==> src/logic/cgo_pkg.sv <==
// Constants, register map and types of the clock generator output control block
// What this block does
// - PLL output enable low tristates both pins
// - Bypass enable low tristates both bypass pins
// - Power-down input disables and tristates PLL outputs
// - CMOS format drives positive pin only
// - High chip-select level turns writes into fuse programming
// - Reference input format: CMOS, LVDS, LVPECL, HCSL
// - Output formats: CMOS, LVDS, LVPECL codes
// - Outputs gated by pin and register bit
// - Integer, fractional, ratio modes; eighths in integer
// - Fractional divisor: 11-bit integer, 28-bit fraction
// - Ratio divisor N plus X over Y
// - Output dividers 4 to 259, plus 4.5
// - Load factory fuses at power-up, then writable
// - Report PLL loss of lock
// - Bypass output sources crystal or external reference
// - Default enable is pin AND register bit
// - Override ignores pin; override and bit enable
// - Hold static about 2 us before switching
package cgo_pkg;
   // ------------------------------------------------------------
   // Register byte addresses
   // ------------------------------------------------------------
   localparam logic [7:0] ADDR_OUT_CTRL = 8'h00;
   localparam logic [7:0] ADDR_FORMAT = 8'h04;
   localparam logic [7:0] ADDR_PLL_MODE = 8'h08;
   localparam logic [7:0] ADDR_FB_INT = 8'h0C;
   localparam logic [7:0] ADDR_FB_FRAC = 8'h10;
   localparam logic [7:0] ADDR_RATIO_NUM = 8'h14;
   localparam logic [7:0] ADDR_RATIO_DEN = 8'h18;
   localparam logic [7:0] ADDR_OUT_DIV = 8'h1C;
   localparam logic [7:0] ADDR_STATUS = 8'h20;
   localparam logic [7:0] ADDR_IRQ_STATUS = 8'h24;
   localparam logic [7:0] ADDR_IRQ_MASK = 8'h28;
   // ------------------------------------------------------------
   // Field positions
   // ------------------------------------------------------------
   localparam int OVR_POS = 4;        // OUT_CTRL override bits [6:4]
   localparam int PIN_POS = 8;        // OUT_CTRL pin view [10:8]
   localparam int ACT_POS = 12;       // OUT_CTRL active view [14:12]
   localparam int FMT_POS = 2;        // FORMAT output fields at [3:2],[5:4],[7:6]
   localparam int BYP_SRC_POS = 8;    // FORMAT bypass source select
   localparam int DIV_B_POS = 16;     // OUT_DIV divider b field
   localparam int HALF_POS = 9;       // Divide-by-4.5 flag inside a divider field
   // ------------------------------------------------------------
   // Encodings, limits, reset values
   // ------------------------------------------------------------
   localparam logic [1:0] FMT_CMOS = 2'h0;
   localparam logic [1:0] FMT_LVDS = 2'h1;
   localparam logic [1:0] FMT_LVPECL = 2'h2;
   localparam logic [1:0] FMT_HCSL = 2'h3;    // Reference input only
   localparam logic [1:0] MODE_INT = 2'h0;
   localparam logic [1:0] MODE_FRAC = 2'h1;
   localparam logic [1:0] MODE_RATIO = 2'h2;
   localparam logic [8:0] DIV_MIN = 9'h004;
   localparam logic [8:0] DIV_MAX = 9'h103;
   localparam logic [31:0] RST_ZERO = 32'h0000_0000;
   localparam logic [31:0] RST_DIV = 32'h0004_0004;
   localparam int FUSE_WORDS = 8;     // Fuse word i loads register at byte 4*i
   // ------------------------------------------------------------
   // Timing
   // ------------------------------------------------------------
   localparam int CLK_MHZ = 125;
   localparam int SETTLE_NS = 2000;
   localparam int SETTLE_CYC = (SETTLE_NS * CLK_MHZ + 999) / 1000;
   typedef enum logic {CGO_LOAD, CGO_RUN} cgo_state_t;
endpackage : cgo_pkg

==> src/logic/cgo_top.sv <==
// Clock generator output control: AXI4-Lite registers, fuse load, output enables
//
// The AXI4-Lite interface to the registers and the register addresses were chosen for this implementation.
`timescale 1ns/1ns
module cgo_top (
   // Clock and reset
   input wire logic aclk,
   input wire logic aresetn,
   // AXI4-Lite write channels
   input wire logic [7:0] s_axi_awaddr,
   input wire logic s_axi_awvalid,
   output logic s_axi_awready,
   input wire logic [31:0] s_axi_wdata,
   input wire logic [3:0] s_axi_wstrb,
   input wire logic s_axi_wvalid,
   output logic s_axi_wready,
   output logic [1:0] s_axi_bresp,
   output logic s_axi_bvalid,
   input wire logic s_axi_bready,
   // AXI4-Lite read channels
   input wire logic [7:0] s_axi_araddr,
   input wire logic s_axi_arvalid,
   output logic s_axi_arready,
   output logic [31:0] s_axi_rdata,
   output logic [1:0] s_axi_rresp,
   output logic s_axi_rvalid,
   input wire logic s_axi_rready,
   // Control pins
   input wire logic clock_out_a_enable_pin,
   input wire logic clock_out_b_enable_pin,
   input wire logic bypass_out_enable_pin,
   input wire logic pll_power_down_n,
   input wire logic chip_select_fuse_pin,
   input wire logic pll_locked,
   // Fuse array
   output logic [2:0] fuse_rd_addr,
   input wire logic [31:0] fuse_rd_data,
   output logic fuse_prog_en,
   output logic [2:0] fuse_prog_addr,
   output logic [31:0] fuse_prog_data,
   // Output buffer controls, index 0 = a, 1 = b, 2 = bypass
   output logic [2:0] out_pos_oe,
   output logic [2:0] out_neg_oe,
   output logic [2:0] out_switch_en,
   // Analog configuration
   output logic pll_power_down,
   output logic [8:0] cfg_format,
   output logic [1:0] cfg_pll_mode,
   output logic [10:0] cfg_fb_int,
   output logic [27:0] cfg_fb_frac,
   output logic [15:0] cfg_ratio_num,
   output logic [15:0] cfg_ratio_den,
   output logic [25:0] cfg_out_div,
   // Status
   output logic lock_lost,
   output logic irq
);
   // ------------------------------------------------------------
   // Declarations
   // ------------------------------------------------------------
   localparam logic [8:0] SETTLE_LAST = 9'(cgo_pkg::SETTLE_CYC - 1);
   cgo_pkg::cgo_state_t state;
   logic [3:0] load_idx;
   logic load_wr;
   logic [2:0] en_bit;
   logic [2:0] ovr_bit;
   logic [7:0] aw_addr;
   logic [31:0] w_data;
   logic [3:0] w_strb;
   logic aw_got;
   logic w_got;
   logic next_aw_got;
   logic next_w_got;
   logic do_wr;
   logic wr_go;
   logic [7:0] wr_addr;
   logic [31:0] wr_data;
   logic [31:0] wr_mask;
   logic wr_mapped;
   logic rd_take;
   logic [31:0] rd_word;
   logic rd_mapped;
   logic [2:0] pin_in;
   logic [2:0] want_on;
   logic [1:0] irq_ev;
   logic [1:0] irq_status;
   logic [1:0] irq_mask;
   logic lock_prev;
   logic [31:0] ctrl_view;

   // ------------------------------------------------------------
   // Fuse load sequence
   // ------------------------------------------------------------
   // Reads one fuse word per cycle; data is taken in the same cycle as the address
   // load factory fuses
   always_ff @(posedge aclk)
   begin
      if (!aresetn)
      begin
         state <= cgo_pkg::CGO_LOAD;
         load_idx <= 4'h0;
         load_wr <= 1'b0;
      end
      else
      begin
         case (state)
            cgo_pkg::CGO_LOAD:
            begin
               load_wr <= (load_idx < 4'(cgo_pkg::FUSE_WORDS));
               if (load_idx < 4'(cgo_pkg::FUSE_WORDS))
                  load_idx <= load_idx + 4'h1;
               else
                  state <= cgo_pkg::CGO_RUN;
            end
            cgo_pkg::CGO_RUN: load_wr <= 1'b0;
            default: state <= cgo_pkg::CGO_LOAD;
         endcase
      end
   end

   // Fuse read address follows the load index
   always_ff @(posedge aclk)
   begin
      if (!aresetn)
         fuse_rd_addr <= 3'h0;
      else
         fuse_rd_addr <= load_idx[2:0];
   end

   // ------------------------------------------------------------
   // AXI4-Lite write path
   // ------------------------------------------------------------
   assign do_wr = aw_got && w_got && !s_axi_bvalid;
   assign next_aw_got = (aw_got || (s_axi_awvalid && s_axi_awready)) && !do_wr;
   assign next_w_got = (w_got || (s_axi_wvalid && s_axi_wready)) && !do_wr;

   // Address and data are taken independently, in either order
   always_ff @(posedge aclk)
   begin
      if (!aresetn)
      begin
         aw_got <= 1'b0;
         w_got <= 1'b0;
         aw_addr <= 8'h00;
         w_data <= 32'h0000_0000;
         w_strb <= 4'h0;
         s_axi_awready <= 1'b0;
         s_axi_wready <= 1'b0;
      end
      else
      begin
         aw_got <= next_aw_got;
         w_got <= next_w_got;
         if (s_axi_awvalid && s_axi_awready)
            aw_addr <= s_axi_awaddr;
         if (s_axi_wvalid && s_axi_wready)
         begin
            w_data <= s_axi_wdata;
            w_strb <= s_axi_wstrb;
         end
         // Refused while fuses load so software cannot race the defaults
         s_axi_awready <= (state == cgo_pkg::CGO_RUN) && !next_aw_got;
         s_axi_wready <= (state == cgo_pkg::CGO_RUN) && !next_w_got;
      end
   end

   // Write response one cycle after both halves are held
   always_ff @(posedge aclk)
   begin
      if (!aresetn)
      begin
         s_axi_bvalid <= 1'b0;
         s_axi_bresp <= 2'h0;
      end
      else if (do_wr)
      begin
         s_axi_bvalid <= 1'b1;
         s_axi_bresp <= wr_mapped ? 2'h0 : 2'h2;
      end
      else if (s_axi_bready)
         s_axi_bvalid <= 1'b0;
   end

   // Shared write port: fuse load or bus write
   always_comb
   begin
      wr_go = load_wr || do_wr;
      wr_addr = load_wr ? {3'h0, fuse_rd_addr, 2'h0} : aw_addr;
      wr_data = load_wr ? fuse_rd_data : w_data;
      wr_mask = load_wr ? 32'hFFFF_FFFF : {{8{w_strb[3]}}, {8{w_strb[2]}}, {8{w_strb[1]}}, {8{w_strb[0]}}};
      wr_mapped = (aw_addr <= cgo_pkg::ADDR_IRQ_MASK) && (aw_addr[1:0] == 2'h0);
   end

   // ------------------------------------------------------------
   // Configuration registers
   // ------------------------------------------------------------
   // format, bypass source and divisor fields
   always_ff @(posedge aclk)
   begin
      if (!aresetn)
      begin
         en_bit <= 3'(cgo_pkg::RST_ZERO);
         ovr_bit <= 3'(cgo_pkg::RST_ZERO);
         cfg_format <= 9'(cgo_pkg::RST_ZERO);
         cfg_pll_mode <= cgo_pkg::MODE_INT;
         cfg_fb_int <= 11'(cgo_pkg::RST_ZERO);
         cfg_fb_frac <= 28'(cgo_pkg::RST_ZERO);
         cfg_ratio_num <= 16'(cgo_pkg::RST_ZERO);
         cfg_ratio_den <= 16'(cgo_pkg::RST_ZERO);
         cfg_out_div <= 26'(cgo_pkg::RST_DIV);
         irq_mask <= 2'(cgo_pkg::RST_ZERO);
      end
      else if (wr_go)
      begin
         case (wr_addr)
            cgo_pkg::ADDR_OUT_CTRL:
            begin
               en_bit <= (en_bit & ~wr_mask[2:0]) | (wr_data[2:0] & wr_mask[2:0]);
               ovr_bit <= (ovr_bit & ~wr_mask[6:4]) | (wr_data[6:4] & wr_mask[6:4]);
            end
            cgo_pkg::ADDR_FORMAT:
               cfg_format <= (cfg_format & ~wr_mask[8:0]) | (wr_data[8:0] & wr_mask[8:0]);
            cgo_pkg::ADDR_PLL_MODE:
               // Code 3 is not a mode and is not stored
               if (wr_mask[0] && wr_data[1:0] != 2'h3)
                  cfg_pll_mode <= wr_data[1:0];
            cgo_pkg::ADDR_FB_INT:
               cfg_fb_int <= (cfg_fb_int & ~wr_mask[10:0]) | (wr_data[10:0] & wr_mask[10:0]);
            cgo_pkg::ADDR_FB_FRAC:
               cfg_fb_frac <= (cfg_fb_frac & ~wr_mask[27:0]) | (wr_data[27:0] & wr_mask[27:0]);
            cgo_pkg::ADDR_RATIO_NUM:
               cfg_ratio_num <= (cfg_ratio_num & ~wr_mask[15:0]) | (wr_data[15:0] & wr_mask[15:0]);
            cgo_pkg::ADDR_RATIO_DEN:
               cfg_ratio_den <= (cfg_ratio_den & ~wr_mask[15:0]) | (wr_data[15:0] & wr_mask[15:0]);
            cgo_pkg::ADDR_OUT_DIV:
            begin
               if (wr_mask[0])
                  cfg_out_div[9:0] <= {wr_data[cgo_pkg::HALF_POS], div_clamp(wr_data[8:0])};
               if (wr_mask[2])
                  cfg_out_div[25:16] <= {wr_data[cgo_pkg::DIV_B_POS + cgo_pkg::HALF_POS],
                                         div_clamp(wr_data[24:16])};
            end
            cgo_pkg::ADDR_IRQ_MASK:
               if (wr_mask[0])
                  irq_mask <= wr_data[1:0];
            default: ;
         endcase
      end
   end

   // Keeps an output divider inside its legal span
   function automatic logic [8:0] div_clamp(input logic [8:0] v);
      if (v < cgo_pkg::DIV_MIN)
         div_clamp = cgo_pkg::DIV_MIN;
      else if (v > cgo_pkg::DIV_MAX)
         div_clamp = cgo_pkg::DIV_MAX;
      else
         div_clamp = v;
   endfunction : div_clamp

   // Bits 15:10 of the divider word are never written and stay zero
   logic unused_div;
   assign unused_div = ^cfg_out_div[15:10];

   // ------------------------------------------------------------
   // Fuse programming
   // ------------------------------------------------------------
   // high chip-select programs fuses
   always_ff @(posedge aclk)
   begin
      if (!aresetn)
      begin
         fuse_prog_en <= 1'b0;
         fuse_prog_addr <= 3'h0;
         fuse_prog_data <= 32'h0000_0000;
      end
      else
      begin
         fuse_prog_en <= do_wr && chip_select_fuse_pin && (aw_addr < cgo_pkg::ADDR_STATUS) && (aw_addr[1:0] == 2'h0);
         if (do_wr)
         begin
            fuse_prog_addr <= aw_addr[4:2];
            fuse_prog_data <= w_data;
         end
      end
   end

   // ------------------------------------------------------------
   // Output enables and settle hold
   // ------------------------------------------------------------
   assign pin_in = {bypass_out_enable_pin, clock_out_b_enable_pin, clock_out_a_enable_pin};

   always_ff @(posedge aclk)
   begin
      if (!aresetn)
         pll_power_down <= 1'b1;
      else
         pll_power_down <= !pll_power_down_n;
   end

   genvar gi;
   generate
      for (gi = 0; gi < 3; gi++)
      begin : g_out
         logic [8:0] settle_cnt;
         logic [1:0] fmt;
         assign fmt = cfg_format[cgo_pkg::FMT_POS + 2 * gi +: 2];
         if (gi < 2)
         begin : g_pll
            assign want_on[gi] = en_bit[gi] && (ovr_bit[gi] || pin_in[gi]) && pll_power_down_n
                                 && (state == cgo_pkg::CGO_RUN);
         end
         else
         begin : g_byp
            assign want_on[gi] = en_bit[gi] && (ovr_bit[gi] || pin_in[gi]) && (state == cgo_pkg::CGO_RUN);
         end

         // pin drivers by enable and format
         always_ff @(posedge aclk)
         begin
            if (!aresetn)
            begin
               out_pos_oe[gi] <= 1'b0;
               out_neg_oe[gi] <= 1'b0;
            end
            else
            begin
               out_pos_oe[gi] <= want_on[gi];
               out_neg_oe[gi] <= want_on[gi] && (fmt != cgo_pkg::FMT_CMOS);
            end
         end

         always_ff @(posedge aclk)
         begin
            if (!aresetn)
            begin
               settle_cnt <= 9'h000;
               out_switch_en[gi] <= 1'b0;
            end
            else if (!want_on[gi])
            begin
               settle_cnt <= 9'h000;
               out_switch_en[gi] <= 1'b0;
            end
            else if (settle_cnt < SETTLE_LAST)
               settle_cnt <= settle_cnt + 9'h001;
            else
               out_switch_en[gi] <= 1'b1;
         end

      end
   endgenerate

   // ------------------------------------------------------------
   // Lock status and interrupts
   // ------------------------------------------------------------
   // loss of lock while powered
   always_ff @(posedge aclk)
   begin
      if (!aresetn)
      begin
         lock_lost <= 1'b0;
         lock_prev <= 1'b0;
      end
      else
      begin
         lock_lost <= pll_power_down_n && !pll_locked;
         lock_prev <= lock_lost;
      end
   end

   // Bit 0 lock lost, bit 1 lock regained
   assign irq_ev = {lock_prev && !lock_lost, !lock_prev && lock_lost};

   // Read of the status clears it; a same-cycle event survives the clear
   always_ff @(posedge aclk)
   begin
      if (!aresetn)
         irq_status <= 2'h0;
      else if (rd_take && s_axi_araddr == cgo_pkg::ADDR_IRQ_STATUS)
         irq_status <= irq_ev;
      else
         irq_status <= irq_status | irq_ev;
   end

   // Level interrupt from unmasked sticky bits
   always_ff @(posedge aclk)
   begin
      if (!aresetn)
         irq <= 1'b0;
      else
         irq <= |(next_irq_status() & irq_mask);
   end

   // Status value that the sticky register takes at this edge
   function automatic logic [1:0] next_irq_status();
      if (rd_take && s_axi_araddr == cgo_pkg::ADDR_IRQ_STATUS)
         next_irq_status = irq_ev;
      else
         next_irq_status = irq_status | irq_ev;
   endfunction : next_irq_status

   // ------------------------------------------------------------
   // AXI4-Lite read path
   // ------------------------------------------------------------
   assign rd_take = s_axi_arvalid && s_axi_arready;
   assign ctrl_view = {17'h0, out_pos_oe, 1'b0, pin_in & ~ovr_bit, 1'b0, ovr_bit, 1'b0, en_bit};

   always_comb
   begin
      rd_mapped = 1'b1;
      case (s_axi_araddr)
         cgo_pkg::ADDR_OUT_CTRL: rd_word = ctrl_view;
         cgo_pkg::ADDR_FORMAT: rd_word = {23'h0, cfg_format};
         cgo_pkg::ADDR_PLL_MODE: rd_word = {30'h0, cfg_pll_mode};
         cgo_pkg::ADDR_FB_INT: rd_word = {21'h0, cfg_fb_int};
         cgo_pkg::ADDR_FB_FRAC: rd_word = {4'h0, cfg_fb_frac};
         cgo_pkg::ADDR_RATIO_NUM: rd_word = {16'h0, cfg_ratio_num};
         cgo_pkg::ADDR_RATIO_DEN: rd_word = {16'h0, cfg_ratio_den};
         cgo_pkg::ADDR_OUT_DIV: rd_word = {6'h0, cfg_out_div};
         cgo_pkg::ADDR_STATUS: rd_word = {29'h0, pll_power_down, chip_select_fuse_pin, lock_lost};
         cgo_pkg::ADDR_IRQ_STATUS: rd_word = {30'h0, irq_status};
         cgo_pkg::ADDR_IRQ_MASK: rd_word = {30'h0, irq_mask};
         default:
         begin
            rd_word = 32'h0000_0000;
            rd_mapped = 1'b0;
         end
      endcase
   end

   // One read in flight; data registered on the address handshake
   always_ff @(posedge aclk)
   begin
      if (!aresetn)
      begin
         s_axi_arready <= 1'b0;
         s_axi_rvalid <= 1'b0;
         s_axi_rdata <= 32'h0000_0000;
         s_axi_rresp <= 2'h0;
      end
      else
      begin
         if (rd_take)
         begin
            s_axi_rvalid <= 1'b1;
            s_axi_rdata <= rd_word;
            s_axi_rresp <= rd_mapped ? 2'h0 : 2'h2;
         end
         else if (s_axi_rready)
            s_axi_rvalid <= 1'b0;
         s_axi_arready <= !rd_take && !(s_axi_rvalid && !s_axi_rready);
      end
   end
endmodule : cgo_top

==> config.mk <==
export PLATFORM = sky130hd
export DESIGN_NAME = cgo_top
export DESIGN_NICKNAME = d
export VERILOG_FILES = /design/src/logic/cgo_pkg.sv /design/src/logic/cgo_top.sv
export SDC_FILE = /design/constraint.sdc
export NUM_CORES = 1
export LEC_CHECK = 0
export BUFFER_PORTS_ARGS = -buffer_cell sky130_fd_sc_hd__clkbuf_2
export CAP_MARGIN = 20
export CORE_MARGIN = 2
export CORE_UTILIZATION = 31
export DETAILED_ROUTE_END_ITERATION = 12
export PLACE_DENSITY_LB_ADDON = 0.05
export SLEW_MARGIN = 20
export SYNTH_ARGS = -nofsm -noshare
export SYNTH_HDL_FRONTEND = slang
export SYNTH_SLANG_ARGS = --single-unit
==> constraint.sdc <==
create_clock -name aclk -period 1.8 [get_ports aclk]
set_input_delay 0.36 -clock aclk [delete_from_list [all_inputs] [get_ports aclk]]
set_output_delay 0.36 -clock aclk [all_outputs]
set_load 0.05 [all_outputs]
==> impl_metrics.csv, run 1 <==
group,metric,value,unit
cells_and_area,nets,1785,
timing,fmax,496.6,MHz
clocking,cts_tree,"done",
worst_hold_path,whs_path_depth,3,
die,die_h,196.0,um
detailed_routing,vias_per_cell,4.940,
critical_path,path_max_fanout,5,
cells_and_area,regArea,0.005579,mm^2
critical_path,worstRegToRegCells,6,
detailed_routing,dr.pass1.iters,5,
die,start_util,31.36,%
placement,routabilityCongestion,0.8509,
status,outcome,"complete, but fails checks",
worst_hold_path,hp-class,"primary input to flop",
power,total_leakage_power,0.006388,uW
global_routing,grt_usage,21.56,%
detailed_routing,m1WireLength,20.26,mm
critical_path,worstSetupStartpointType,"flop",
detailed_routing,drcViolationCount,0,
global_routing,overflow,0,
detailed_routing,wl_met2,18.76,mm
cells_and_area,syn_to_final_growth,38.81,%
timing,min_period,2.014,ns
cells_and_area,final_cell_mix,"clkbuf_2 (280), dfxtp_1 (271), nand2_1 (227), a21oi_1 (122), buf_4 (110)",
timing,rsz0062_at_grt,"yes",
die,core_area,0.03643,mm^2
die,ios,297,
placement,dpl_cell_area,0.01417,mm^2
cells_and_area,num_antenna_cells,0,
cells_and_area,design_area,0.01586,mm^2
timing,setup_viol,49,
detailed_routing,routedWlPerCell,19.61,um
detailed_routing,top_layer_used,"met5",
cells_and_area,drive_above_1_share,33.88,%
logic_synthesis,synth_area_per_cell,8.669,um^2
logic_synthesis,netlist_instances,1318,
detailed_routing,drt-initial-drc-count,487,
die,die_w,196.0,um
clocking,cts_buffers,34,
logic_synthesis,yosysWarnings,0,
clocking,htree_levels,2,
worst_hold_path,min_to,"w_data[31]",
critical_path,r2r_setup_slack,-0.21,ns
global_routing,first_global_vias,10260,
global_routing,antenna_found_initial,1,
logic_synthesis,async_flop_share,0,%
timing,skew,0.02332,ns
placement,dp_hpwl,31.49,mm
clocking,cts.sinks,278,
global_routing,grt_max_degree,71,
placement,numPortBuffers,280,
logic_synthesis,yosysSeqAreaShare,48.71,%
clocking,clk_path_buf_depth,3,
global_routing,grt_pass1_wl,63.71,mm
power,irDropWorstVdd,0.5580,mV
detailed_routing,routed_wl,42.70,mm
status,violations,"negative setup slack",
timing,maxSlewViolCount,0,
clocking,clockRootBuffer,"clkbuf_16",
critical_path,worstSetupPathType,"flop to flop",
clocking,cts.clk_slew.worst_paths,0.06,ns
worst_hold_path,worst_hold_startpoint,"s_axi_wdata[31]",
logic_synthesis,syn_area,0.01143,mm^2
clocking,clkLatencyLatePin,0.52,ns
logic_synthesis,synth_seq_cells,278,
timing,setup_slack,-0.2137,ns
logic_synthesis,synth.distinct_cells,71,
timing,hold_viol,0,
detailed_routing,met3_length,2.780,mm
detailed_routing,num_vias,10760,
cells_and_area,multi_input_comb_area,0.005689,mm^2
critical_path,worstSetupEndpointType,"flop",
die,die-area,0.03841,mm^2
critical_path,cp.arrival,2.45,ns
timing,period_share,111.9,%
detailed_routing,ant_nets,0,
power,powerDensity,904.6,mW/mm^2
cells_and_area,final_common_cell,"clkbuf_2",
die,num_rows,70,
critical_path,critPathRequiredTime,2.24,ns
critical_path,rr_startpoint,"aw_addr[0]",
run,cap_viol_max_count,0,
timing,setup_tns,-5.136,ns
cells_and_area,fillers,3729,
logic_synthesis,synth_flop_cell,"dfxtp_1",
logic_synthesis,synth_edf_count,0,
==> power by group <==
| part | internal, uW | total (uW) | switching, uW |
|---|---|---|---|
| sequential | 6220 | 6300 | 73.7 |
| clock | 4050 | 6780 | 2730 |
| combinational | 486 | 1270 | 785 |
==> critical path, stage by stage, from the launching register on <==
cell and delay [ns]:
dfxtp_2 0.33, or4_4 0.56, buf_6 0.14, a21o_4 0.25, nor3_4 0.27, clkbuf_16 0.22, mux2i_1 0.17
==> how the worst max path moves through the flow <==
stage                          from             end  slack (ns)  cells past startpoint
detailed placement  s_axi_araddr[3]  s_axi_rdata[1]       -0.22                      7
global route             aw_addr[0]            flop       -0.28                      6
finish                   aw_addr[0]            flop       -0.21                      6
CTS                      aw_addr[0]            flop       -0.19                      7
global placement    s_axi_araddr[3]  s_axi_rdata[1]       -0.19                      7
floorplan                aw_addr[0]            flop       -0.10                      7
==> metal layers <==
layer / track usage [%] / vias up
li1: - / 5356
met1: 30.19 / 5010
met2: 33.19 / 329
met3: 5.278 / 58
met4: 5.584 / 2
met5: 0 / -
==> cells in the mapped netlist (all sizes together) (11+ instances only) <==
cell type,number,share of area [%]
dfxtp,278,49
nand2,227,7.5
a21oi,123,5.4
nor2,123,4.1
nand3,65,2.8
clkbuf,64,2.1
a211oi,57,3.7
o21ai,54,2.4
mux2i,48,4.2
buf,42,2.2
mux2,19,1.9
and2,17,0.93
a22o,16,1.2
xor2,14,1.1
a31oi,12,0.71
nand2b,11,0.60
nand4,11,0.60
nor3,11,0.77
==> timing repair <==
action	CTS	global route
endpoints found under the setup margin	98	86
cloned	3	3
gates resized for setup	39	50
endpoints found under the hold margin	1	0
buffers inserted	3	9
pin swaps	20	9
hold buffers	1	0
==> per-stage QoR <==
step | hold WS, ns | worst slack, ns | total power [uW] | util (%) | cells
4_1_cts | 0.03253 | -0.1942 | 14480 | 42.57 | 2166
2_1_floorplan | 0.4280 | -0.1007 | 7064 | - | 1329
6_report | 0.05877 | -0.2137 | 14350 | 43.53 | 2177
3_5_place_dp | 0.4405 | -0.2237 | 7563 | 38.89 | 2098
3_3_place_gp | 0.4375 | -0.1938 | 7562 | 38.89 | 2098
5_1_grt | 0.05883 | -0.2787 | 14880 | 43.53 | 2177
==> cells by family after synthesis <==
family                     count (synthesis)  share of synthesized area, %
DFF                                      278                         48.71
and+or+nand+nor                          513                         20.38
AOI/OAI and AO/OA                        315                         17.40
adders and majority gates                  4                        0.4380
xor gates and xnor gates                  20                         1.533
muxes                                     71                         6.866
buffers and inverters                    116                         4.643
other                                      1                       0.03282
==> cell type report <==
type | count | share of cell area (%)
flip-flops and latches | 278 | 35.18
inverters | 10 | 0.2682
clock inverters | 11 | 0.5522
repair buffers | 425 | 18.06
well taps | 468 | 3.692
multi-input cells | 935 | 35.87
clock buffers | 50 | 6.382
No activity file was read; power rests on OpenSTA's default activity.
==> run 2: changes to the inputs <==
- PLACE_DENSITY: default -> 0.53
- PLACE_DENSITY_LB_ADDON: 0.05 -> default
- RECOVER_POWER: default -> 50
==> run 2 against run 1 <==
The run still ends with negative setup slack left. Clock-buffer cell count shrank 4. Highest routed layer unchanged. Critical path type unchanged. Maximum frequency up 4.2%. Global-route usage decreased by 0.39 points. Combinational power shrank 4%. Total power fell by 0.69%. Wire length is 0.25% lower.
==> impl_metrics.csv, run 2 (synthesis results as in run 1) <==
group,metric,value,unit
critical_path,path_max_fanout,8,
global_routing,overflow,0,
timing,rsz0062_at_grt,"yes",
clocking,clockRootBuffer,"clkbuf_16",
global_routing,grt_max_degree,113,
cells_and_area,syn_to_final_growth,37.99,%
critical_path,slowest_delay,0.57,ns
cells_and_area,design_area,0.01577,mm^2
timing,min_period,1.933,ns
run,cap_viol_max_count,0,
detailed_routing,dr.pass1.iters,5,
worst_hold_path,worst_hold_startpoint,"s_axi_wstrb[2]",
cells_and_area,final_common_cell,"clkbuf_2",
global_routing,antenna_found_initial,3,
critical_path,crit_slowest_cell,"or4_4",
critical_path,worstSetupEndpointType,"flop",
power,powerDensity,903.7,mW/mm^2
placement,routabilityCongestion,0.9016,
critical_path,r2r_setup_slack,-0.13,ns
cells_and_area,fin_util,43.27,%
detailed_routing,num_vias,10870,
critical_path,cp_cell_sequence,"or4_4, a21o_4, nor3_4, buf_12, buf_8, buf_6, a211oi_2",
timing,maxSlewViolCount,0,
cells_and_area,nets,1777,
timing,fmax,517.3,MHz
power,power_frac_seq,44.2,%
cells_and_area,drive_above_1_share,32.98,%
die,die-area,0.03841,mm^2
timing,skew,0.02469,ns
critical_path,worstSetupPathType,"flop to flop",
timing,whs,0.03870,ns
global_routing,grt_pass1_wl,62.63,mm
power,irDropWorstVdd,0.5872,mV
status,violations,"negative setup slack",
timing,slew_headroom,41.72,%
die,die_w,196.0,um
die,start_util,31.36,%
cells_and_area,fin_cells,2167,
critical_path,rr_startpoint,"aw_addr[2]",
power,combPwrFrac,8.6,%
timing,setup_slack,-0.1333,ns
power,power.share.clock,47.2,%
clocking,clk_path_buf_depth,3,
critical_path,worstRegToRegCells,7,
clocking,cts.sinks,278,
die,ios,297,
global_routing,first_global_vias,10320,
clocking,clkLatencyLatePin,0.54,ns
clocking,cts.clk_slew.worst_paths,0.06,ns
worst_hold_path,whs_path_depth,3,
timing,period_share,107.4,%
critical_path,path_buf_inv,3,
detailed_routing,routedWlPerCell,19.65,um
critical_path,worstSetupStartpointType,"flop",
clocking,htree_levels,2,
detailed_routing,ant_nets,0,
cells_and_area,final_cell_mix,"clkbuf_2 (279), dfxtp_1 (273), nand2_1 (227), a21oi_1 (122), nor2_1 (106)",
worst_hold_path,hp-class,"primary input to flop",
timing,worstMarginPinSlew,0.8742,ns
placement,dp_hpwl,30.54,mm
power,total_leakage_power,0.006270,uW
status,outcome,"complete, but fails checks",
placement,dp_cells,2081,
timing,hold_viol,0,
critical_path,critPathRequiredTime,2.20,ns
power,p_sw_share,24.96,%
detailed_routing,drcViolationCount,0,
detailed_routing,routed_wl,42.59,mm
placement,numPortBuffers,280,
timing,setup_viol,44,
placement,dpl_cell_area,0.01399,mm^2
global_routing,grt_usage,21.17,%
die,num_rows,70,
power,p_int,10690,uW
worst_hold_path,min_to,"w_strb[2]",
power,switchingPower,3556,uW
die,die_h,196.0,um
clocking,cts_buffers,34,
die,core_area,0.03643,mm^2
cells_and_area,fillers,3711,
detailed_routing,vias_per_cell,5.018,
critical_path,cp_top_family,"simple AND/OR/NAND/NOR gates",
clocking,cts_tree,"done",
detailed_routing,drt-initial-drc-count,535,
critical_path,cp.arrival,2.34,ns
## run 2: changes by cell type in the layout (fill, tap and decap cells not counted), sizes merged
cell / delta
bufinv: +2
clkbuf: +4
or3: +1
buf: -17
diode: +1
inv: +1
clkinv: -4
clkinvlp: +2
## run 2: per-stage QoR
step | power [uW] | setup slack, ns | setup TNS, ns
6_report | 14250 | -0.1333 | -3.503
4_1_cts | 14310 | -0.1044 | -1.680
2_1_floorplan | 7064 | -0.1007 | -0.5520
3_5_place_dp | 7524 | -0.1305 | -2.505
5_1_grt | 14740 | -0.2023 | -7.741
3_3_place_gp | 7516 | -0.1239 | -1.931
## run 2: routing by layer
metal | part of all wire (%) | GRT usage [%]
met5 | 0.031 | 0
met4 | 3.2 | 8.474
met3 | 6.7 | 4.693
met2 | 45 | 32.65
met1 | 45 | 28.75
## run 2: how the worst max path moves through the flow
stage                end  slack [ns]  cells past startpoint  startpoint
floorplan           flop       -0.10                      7  aw_addr[0]
global placement    flop       -0.12                      6  aw_addr[0]
detailed placement  flop       -0.13                      6  aw_addr[0]
CTS                 flop       -0.10                      6  aw_addr[0]
global route        flop       -0.20                      7  aw_addr[2]
finish              flop       -0.13                      7  aw_addr[2]
## run 2: what timing repair did
action	CTS	global route
hold buffers	1	0
cloned	2	5
endpoints found under the setup margin	42	100
resized for setup	23	80
endpoints found under the hold margin	1	0
pin swaps	12	28
buffers inserted	3	18
## run 2: worst reg2reg max path: stages, from the launching register on
cell and delay, ns:
dfxtp_2 0.32, or4_4 0.57, a21o_4 0.29, nor3_4 0.23
buf_12 0.14, buf_8 0.12, buf_6 0.10, a211oi_2 0.04
## run 2: cell type report
type	instances	area, um^2	area share (%)
inverters	10	42.54	0.2698
multi-input cells	936	5739	36.40
clock inverters	12	158.9	1.008
flip-flops and latches	278	5574	35.35
diodes	1	2.502	0.01587
well taps	468	585.6	3.714
repair buffers	416	2748	17.43
clock buffers	46	915.9	5.809
## run 2: power groups by stage
stage	combinational (uW)	clock (uW)	sequential, uW
after floorplan	527	0	6540
after global placement	1090	0	6420
after detailed placement	1100	0	6430
after CTS	1140	6880	6290
after global routing	1300	7140	6300
final	1220	6730	6290
